==> src/common/hbpwm_pkg.sv <==
// Package: timing constants, phases and output carrier for the half-bridge PWM sequencer
package hbpwm_pkg;

  // Logic clock period
  localparam int unsigned CLK_PERIOD_PS     = 4000;

  // Oscillator period in logic cycles (250 MHz / 625 = 400 kHz)
  localparam int unsigned OSC_PERIOD_CYC    = 625;

  // Main clock pulse width, 65 ns, rounded up to whole cycles
  localparam int unsigned CLK_PULSE_PS      = 65000;
  localparam int unsigned CLK_PULSE_CYC     =
    (CLK_PULSE_PS + CLK_PERIOD_PS - 1) / CLK_PERIOD_PS;

  // Delay slope: 2 pF per ohm; setting is resistance in ohms
  localparam int unsigned DELAY_PF          = 2;

  // Primary delay offset 20 ns, minimum programmable delay 30 ns
  localparam int unsigned PRI_DELAY_OFS_PS  = 20000;
  localparam int unsigned PRI_DELAY_MIN_PS  = 30000;
  localparam int unsigned PRI_DELAY_MIN_CYC =
    (PRI_DELAY_MIN_PS + CLK_PERIOD_PS - 1) / CLK_PERIOD_PS;

  // Rectifier delay offset 30 ns
  localparam int unsigned REC_DELAY_OFS_PS  = 30000;

  // Width of resistor setting and of delay counters
  localparam int unsigned RSET_W            = 16;
  localparam int unsigned CNT_W             = 16;

  // Phase sequence of the converter
  typedef enum logic [1:0] {
    HBPWM_LOW_XFER,
    HBPWM_FREE_A,
    HBPWM_HIGH_XFER,
    HBPWM_FREE_B
  } hbpwm_phase_e;

  // Four drive outputs travel together
  typedef struct packed {
    logic low_side_gate_out;
    logic high_side_gate_out;
    logic rectifier_drive_a;
    logic rectifier_drive_b;
  } hbpwm_drive_s;

  localparam hbpwm_drive_s DRIVE_OFF = '{1'b0, 1'b0, 1'b0, 1'b0};

endpackage : hbpwm_pkg

==> src/hbpwm_delay_calc.sv <==
// Converts a resistor setting to a delay count in logic clock cycles
`timescale 1ns/100ps
module hbpwm_delay_calc
  import hbpwm_pkg::*;
#(
  parameter int unsigned OFS_PS = 20000,
  parameter int unsigned MIN_PS = 0
)
(
  input  wire logic              clk,
  input  wire logic              srst,
  input  wire logic [RSET_W-1:0] rset,
  output logic      [CNT_W-1:0]  cycles
);

  logic [CNT_W-1:0] cycles_nxt;
  logic [31:0]      ps_c;
  logic [31:0]      cyc_c;

  // Ohms * 2 pF gives ps; least time rounds up
  always_comb
  begin
    ps_c = 32'(rset) * 32'(DELAY_PF) + 32'(OFS_PS);
    if (ps_c < 32'(MIN_PS))
    begin
      ps_c = 32'(MIN_PS);
    end
    cyc_c = (ps_c + 32'(CLK_PERIOD_PS) - 32'd1) / 32'(CLK_PERIOD_PS);
    if (cyc_c > 32'h0000_FFFF)
    begin
      cycles_nxt = 16'hFFFF;
    end
    else if (cyc_c == 32'h0000_0000)
    begin
      cycles_nxt = 16'h0001;
    end
    else
    begin
      cycles_nxt = cyc_c[CNT_W-1:0];
    end
  end

  always_ff @(posedge clk)
  begin
    if (srst)
    begin
      cycles <= 16'h0001;
    end
    else
    begin
      cycles <= cycles_nxt;
    end
  end

endmodule : hbpwm_delay_calc

==> src/hbpwm_sequencer.sv <==
// Half-bridge PWM sequencer: primary gates and rectifier drives with dead-times
`timescale 1ns/100ps
//
// Functional notes
// - Phases: low xfer, free, high xfer, free
// - Delayed clock lags main by setting*2pF+20ns
// - Main clock rise turns off one rectifier drive if no primary is on
// - Delayed clock fall turns due primary on
// - Main clock pulse is 65 ns rounded up to 17 cycles
// - Primary delay never below 30 ns
// - Pulse ends on ramp trip or delayed rise
// - Rectifier on after setting*2pF+30ns dead-time
// - Low side on: drive b on, a off
// - Freewheel: primaries off, both rectifiers on
// - Drive b off no later than high side on
// - After high side, dead-time, both rectifiers on
// - Max duty set by delayed clock rise
// - Oscillator alternates sides every cycle
// - Clock pulse forces gap between primaries
// - Ramp reset on trip, limit, or cycle end
module hbpwm_sequencer
  import hbpwm_pkg::*;
(
  input  wire logic              clk,
  input  wire logic              srst,
  input  wire logic              enable,
  input  wire logic              ramp_above_ctrl,
  input  wire logic              current_limit,
  input  wire logic [RSET_W-1:0] primary_delay_set,
  input  wire logic [RSET_W-1:0] rectifier_delay_set,
  output hbpwm_drive_s           drive,
  output logic                   main_clk_out,
  output logic                   delayed_clk_out,
  output logic                   ramp_reset
);

  ////////////////////////////////////////////////////////////////////////////
  // Delay counts

  logic [CNT_W-1:0] pri_delay_cyc;
  logic [CNT_W-1:0] rec_delay_cyc;

  hbpwm_delay_calc #(
    .OFS_PS (PRI_DELAY_OFS_PS),
    .MIN_PS (PRI_DELAY_MIN_PS)
  ) u_pri_delay (
    .clk    (clk),
    .srst   (srst),
    .rset   (primary_delay_set),
    .cycles (pri_delay_cyc)
  );

  hbpwm_delay_calc #(
    .OFS_PS (REC_DELAY_OFS_PS),
    .MIN_PS (0)
  ) u_rec_delay (
    .clk    (clk),
    .srst   (srst),
    .rset   (rectifier_delay_set),
    .cycles (rec_delay_cyc)
  );

  ////////////////////////////////////////////////////////////////////////////
  // Comparator synchroniser

  logic cmp_meta_r;
  logic cmp_sync_r;

  always_ff @(posedge clk)
  begin
    if (srst)
    begin
      cmp_meta_r <= 1'b0;
      cmp_sync_r <= 1'b0;
    end
    else
    begin
      cmp_meta_r <= ramp_above_ctrl;
      cmp_sync_r <= cmp_meta_r;
    end
  end

  ////////////////////////////////////////////////////////////////////////////
  // Oscillator, main clock and delayed clock

  logic [15:0] osc_cnt_r;
  logic [15:0] osc_cnt_nxt;
  logic        osc_wrap;
  logic        main_rise;
  logic [15:0] dly_rise_pt;
  logic [15:0] dly_fall_pt;
  logic        dly_rise;
  logic        dly_fall;
  logic        main_clk_nxt;
  logic        dly_clk_nxt;

  always_comb
  begin
    osc_wrap    = (osc_cnt_r == 16'(OSC_PERIOD_CYC - 1));
    // Idle parks on the last count so the first main pulse is full width
    if (!enable)
    begin
      osc_cnt_nxt = 16'(OSC_PERIOD_CYC - 1);
    end
    else if (osc_wrap)
    begin
      osc_cnt_nxt = 16'h0000;
    end
    else
    begin
      osc_cnt_nxt = osc_cnt_r + 16'h0001;
    end
    main_rise   = (osc_cnt_r == 16'h0000);
    // Delay clamped inside one period; a huge setting saturates, not wraps
    dly_rise_pt = (pri_delay_cyc > 16'(OSC_PERIOD_CYC - CLK_PULSE_CYC - 1))
                ? 16'(OSC_PERIOD_CYC - CLK_PULSE_CYC - 1) : pri_delay_cyc;
    dly_fall_pt = dly_rise_pt + 16'(CLK_PULSE_CYC);
    dly_rise    = (osc_cnt_r == dly_rise_pt);
    dly_fall    = (osc_cnt_r == dly_fall_pt);
    main_clk_nxt = (osc_cnt_nxt < 16'(CLK_PULSE_CYC));
    dly_clk_nxt  = (osc_cnt_nxt >= dly_rise_pt) && (osc_cnt_nxt < dly_fall_pt);
  end

  always_ff @(posedge clk)
  begin
    if (srst)
    begin
      osc_cnt_r       <= 16'(OSC_PERIOD_CYC - 1);
      main_clk_out    <= 1'b0;
      delayed_clk_out <= 1'b0;
    end
    else
    begin
      osc_cnt_r       <= osc_cnt_nxt;
      main_clk_out    <= main_clk_nxt;
      delayed_clk_out <= dly_clk_nxt;
    end
  end

  ////////////////////////////////////////////////////////////////////////////
  // Phase and drive sequencing

  hbpwm_phase_e     phase_r;
  hbpwm_phase_e     phase_nxt;
  logic             side_high_r;
  logic             side_high_nxt;
  logic             pri_on_r;
  logic             pri_on_nxt;
  logic [CNT_W-1:0] dt2_cnt_r;
  logic [CNT_W-1:0] dt2_cnt_nxt;
  logic             dt2_run_r;
  logic             dt2_run_nxt;
  hbpwm_drive_s     drive_nxt;
  logic             pri_end;
  logic             ramp_reset_nxt;

  always_comb
  begin
    phase_nxt      = phase_r;
    side_high_nxt  = side_high_r;
    pri_on_nxt     = pri_on_r;
    dt2_cnt_nxt    = dt2_cnt_r;
    dt2_run_nxt    = dt2_run_r;
    drive_nxt      = drive;
    pri_end        = pri_on_r && (cmp_sync_r || dly_rise);
    ramp_reset_nxt = cmp_sync_r || current_limit || osc_wrap;

    if (main_rise)
    begin
      // Each oscillator cycle serves the other side
      side_high_nxt = ~side_high_r;
      // Rectifier under a still-live primary stays on; it drops with the next turn-on
      drive_nxt.rectifier_drive_a = (side_high_r && !pri_on_r) ? 1'b0
                                  : drive.rectifier_drive_a;
      drive_nxt.rectifier_drive_b = (side_high_r || pri_on_r) ? drive.rectifier_drive_b
                                  : 1'b0;
      dt2_run_nxt = 1'b0;
    end

    if (dly_fall && !pri_on_r)
    begin
      pri_on_nxt  = 1'b1;
      // A late dead-time must not re-enable the rectifier opposite this pulse
      dt2_run_nxt = 1'b0;
      // Side flag already toggled at this cycle's main rise
      if (!side_high_r)
      begin
        phase_nxt = HBPWM_LOW_XFER;
        drive_nxt.low_side_gate_out  = 1'b1;
        drive_nxt.rectifier_drive_a  = 1'b0;
        drive_nxt.rectifier_drive_b  = 1'b1;
      end
      else
      begin
        phase_nxt = HBPWM_HIGH_XFER;
        drive_nxt.high_side_gate_out = 1'b1;
        drive_nxt.rectifier_drive_a  = 1'b1;
        drive_nxt.rectifier_drive_b  = 1'b0;
      end
    end
    else if (pri_end)
    begin
      pri_on_nxt = 1'b0;
      drive_nxt.low_side_gate_out  = 1'b0;
      drive_nxt.high_side_gate_out = 1'b0;
      dt2_run_nxt = 1'b1;
      dt2_cnt_nxt = rec_delay_cyc;
      phase_nxt   = (phase_r == HBPWM_LOW_XFER) ? HBPWM_FREE_A : HBPWM_FREE_B;
    end
    else if (dt2_run_r && !main_rise)
    begin
      if (dt2_cnt_r <= 16'h0001)
      begin
        dt2_run_nxt = 1'b0;
        drive_nxt.rectifier_drive_a = 1'b1;
        drive_nxt.rectifier_drive_b = 1'b1;
      end
      else
      begin
        dt2_cnt_nxt = dt2_cnt_r - 16'h0001;
      end
    end

    if (!enable)
    begin
      drive_nxt      = DRIVE_OFF;
      pri_on_nxt     = 1'b0;
      dt2_run_nxt    = 1'b0;
      ramp_reset_nxt = 1'b1;
      phase_nxt      = HBPWM_FREE_B;
      side_high_nxt  = 1'b1;
    end
  end

  always_ff @(posedge clk)
  begin
    if (srst)
    begin
      phase_r         <= HBPWM_FREE_B;
      side_high_r     <= 1'b1;
      pri_on_r        <= 1'b0;
      dt2_cnt_r       <= 16'h0000;
      dt2_run_r       <= 1'b0;
      drive           <= DRIVE_OFF;
      ramp_reset      <= 1'b1;
    end
    else
    begin
      phase_r         <= phase_nxt;
      side_high_r     <= side_high_nxt;
      pri_on_r        <= pri_on_nxt;
      dt2_cnt_r       <= dt2_cnt_nxt;
      dt2_run_r       <= dt2_run_nxt;
      drive           <= drive_nxt;
      ramp_reset      <= ramp_reset_nxt;
    end
  end

endmodule : hbpwm_sequencer

==> config.mk <==
export PLATFORM = sky130hd
export DESIGN_NAME = hbpwm_sequencer
export DESIGN_NICKNAME = d
export VERILOG_FILES = /design/src/common/hbpwm_pkg.sv /design/src/hbpwm_delay_calc.sv /design/src/hbpwm_sequencer.sv
export SDC_FILE = /design/constraint.sdc
export NUM_CORES = 1
export LEC_CHECK = 0
export BUFFER_PORTS_ARGS = -buffer_cell sky130_fd_sc_hd__buf_4
export CORE_MARGIN = 2
export CORE_UTILIZATION = 55
export CTS_BUF_LIST = sky130_fd_sc_hd__clkbuf_4 sky130_fd_sc_hd__clkbuf_8
export CTS_CLUSTER_SIZE = 40
export DETAILED_ROUTE_END_ITERATION = 7
export PLACE_DENSITY = 0.82
export SLEW_MARGIN = 40
export SYNTH_ARGS = -nofsm -noshare
export SYNTH_HDL_FRONTEND = slang
export SYNTH_SLANG_ARGS = --single-unit
==> constraint.sdc <==
create_clock -name clk -period 10.7 [get_ports clk]
set_input_delay 2.675 -clock clk [delete_from_list [all_inputs] [get_ports clk]]
set_output_delay 2.675 -clock clk [all_outputs]
set_load 0.05 [all_outputs]
==> out/summary.txt <==
Area share of the largest cell type after synthesis: 14.3%
Fin. Hold Viols: 0
Worst slew margin: 51.9%
CTS H-tree depth: 3
Final min period: 10320 ps
Overall power: 1.30 mW
PortBufs: 43
Maxcap violations: 0
Fmax: 96.9 MHz
VDD IR max: 0.0607 mV
Synth Register Bits: 60
Reg2reg end: delayed_clk_out
Number of fill cells: 1359
Via Count: 8625
Total Nets Final: 1244
Antenna-violating nets left: 0
Slew @ Worst Pin: 716 ps
First-pass GRT wire length: 35.2 mm
CP startpoint: primary_delay_set[4]
Worst Hold Class: reg -> reg
Worst-path clk slew: 60 ps
Die ar.: 16300 um2
Final Core Density: 61.1%
Root Buffer Master: clkbuf_8
Clock Sinks: 60
Post-synth top cells: nor2_1 (119), nand2_1 (94), xnor2_1 (76)
Die Y: 127 um
Setup crit start kind: input pin
Placed Instances: 1349
GRT Util Overall: 25.2%
Largest area contributor in the netlist: dfxtp_1
FP Rows: 45
Ant. Diodes: 0
Power per cell area: 141 nW/um2
Routed Wire Length: 20.9 mm
Top cells by area, synth: dfxtp_1 (14%), xnor2_1 (7.9%), nor2_1 (5.3%), ha_1 (4.6%), nand2_1 (4.2%)
Crit path to: u_pri_delay.cycles[0]
Multi-input gate area: 6950 um2
Number of synthesized flops with an enable pin: 0
Largest net degree at the start of global routing: 42
Worst-skew pair later-pin latency: 340 ps
Register area: 1200 um2
Post-synth top flop: dfxtp_1
Final slew viol count: 0
Yosys warning total: 0
Initial core utilization: 55.8%
Min Hold Slack: 435 ps
Outcome: complete, no violations
DR iter-0 viols: 742
CP required: 10930 ps
Synth cell types: 114
Clock Tree Buf Depth: 2
R2R setup slack: 6780 ps
Fin cells: 1368
WL per Instance: 15.3 um
Cells after Synth: 1144
Synth Area per Inst: 7.33 um2
Detailed placement HPWL: 16.0 mm
GPL Wtd Cong: 0.963
Slowest CP cell: or4_1
Critical path class: in -> reg
Ys async rst share: 0%
Initial antenna violation count: 0
Global route total overflow: 0
Worst r2r src: osc_cnt_r[12]
Worst Skew: 10.9 ps
# IOs: 44
DRC viols: 0
Crit Path Max Fanout: 14
Slowest stage delay, CP: 520 ps
Core Area: 15000 um2
Chip width: 127 um
CP Capture Type: register
Worst r2r path cells: 18
Worst path arrival time: 10560 ps
P_leak: 3.41 nW
Top-count cell post-synth: nor2_1
CTS tree: built
Vias in the first global route: 7745
Synthesized area: 8390 um2
Area Overhead vs Synth: 9.53%
Final setup viols: 0
Setup TNS: 0 ps
Tcrit/Tclk final: 96.5%
DRT Pass-1 Iters: 5
Mean number of vias per cell: 6.30
CTS Buf Count: 9
Cell mode on critical path: nor2_1
Share of layout cells above drive strength 1: 15.3%
Seq/Total Area, Yosys: 14.3%
[placed cells by master (no fill, tap or decap), types with 5 or more instances in the layout]
cell      count
a211o_1       7
a211oi_1      6
a21o_1        6
a21oi_1      60
a31o_2        5
a31oi_1      17
a41oi_1       5
and2_1       21
and3_1       15
and4_1        5
buf_4        59
clkbuf_8     12
dfxtp_1      60
ha_1         31
inv_1        37
mux2i_1      10
nand2_1      94
nand2b_1     20
nand3_1      40
nand4_1      19
nor2_1      119
nor2b_1      17
nor3_1       49
nor4_1       14
o211a_1       5
o211ai_1     13
o21a_1       19
o21ai_0      57
o21ai_1      16
o22ai_1       9
o31ai_1      11
or2_2        15
or3_1        19
or4_1         9
xnor2_1      75
xnor2_2       6
xor2_1       37
[metrics by stage]
stage                     area (um2)  worst slack, ps
after floorplan                 8400              466
after global placement          8850              305
after detailed placement        8860            0.981
after CTS                       9070              351
after global routing            9190            -20.8
final                           9190              379
[sequential cells by signal (all words and copies together) (netlist names)]
name,flops
cmp_sync_r,1
side_high_r,1
dt2_cnt_r,16
ramp_reset,1
osc_cnt_r,16
u_rec_delay.cycles,8
main_clk_out,1
cmp_meta_r,1
u_pri_delay.cycles,8
dt2_run_r,1
pri_on_r,1
drive,4
delayed_clk_out,1
[worst max-delay path: cells and delay by family]
kind / cells / cell delay [ps]
XOR/XNOR: 1 / 290
adder cells (fa/ha/maj): 2 / 430
AO/OA/AOI/OAI: 12 / 3270
AND/OR/NAND/NOR: 13 / 3660
buffers and inverters: 2 / 220
[per-layer routing]
layer / track usage (%) / part of all wire (%)
met5: 0 / 0
met3: 3.14 / 5.6
met1: 34.3 / 46
met4: 6.08 / 1.6
met2: 42.4 / 47
[cells by family (layout without fill, tap and decap cells)]
family                     Yosys count  count (layout)  share of synthesized area (%)
adders and majority gates           33              33                           4.86
DFF                                 60              60                           14.3
other                                1               3                         0.0447
muxes                               13              13                           1.60
buffers and inverters               79             113                           4.00
and+or+nand+nor                    500             500                           31.6
xor gates and xnor gates           120             120                           13.1
AOI/OAI and AO/OA                  338             338                           30.5
[area by class of cell]
cell class                      instances  share of cell area, %
Timing Repair Buffer                   59                   4.82
Clock buffer                           12                   1.80
Clock inverter                          3                  0.490
Multi-Input combinational cell       1007                   75.7
Inverter                               39                   1.59
Tap cell                              188                   2.56
Sequential cell                        60                   13.1
[how the worst min path moves through the flow]
stage                from    endpoint  slack [ps]  cells past startpoint
2_1_floorplan  cmp_meta_r  cmp_sync_r         410                      1
3_3_place_gp   cmp_meta_r  cmp_sync_r         410                      1
3_5_place_dp   cmp_meta_r  cmp_sync_r         420                      1
4_1_cts        cmp_meta_r  cmp_sync_r         440                      1
5_1_grt        cmp_meta_r  cmp_sync_r         460                      1
6_report       cmp_meta_r  cmp_sync_r         440                      1
[power by group]
part / total [mW] / internal [mW] / switching, mW
Combinational: 0.829 / 0.318 / 0.511
Clock: 0.212 / 0.125 / 0.0867
Sequential: 0.255 / 0.238 / 0.0166
Total: 1.30 / 0.682 / 0.614
[what timing repair did]
item	CTS	global route
buffers inserted	0	4
setup endpoints to repair	0	1
hold buffers	0	0
gates resized for setup	0	13
Note: power is estimated with default switching activity, not from simulation.
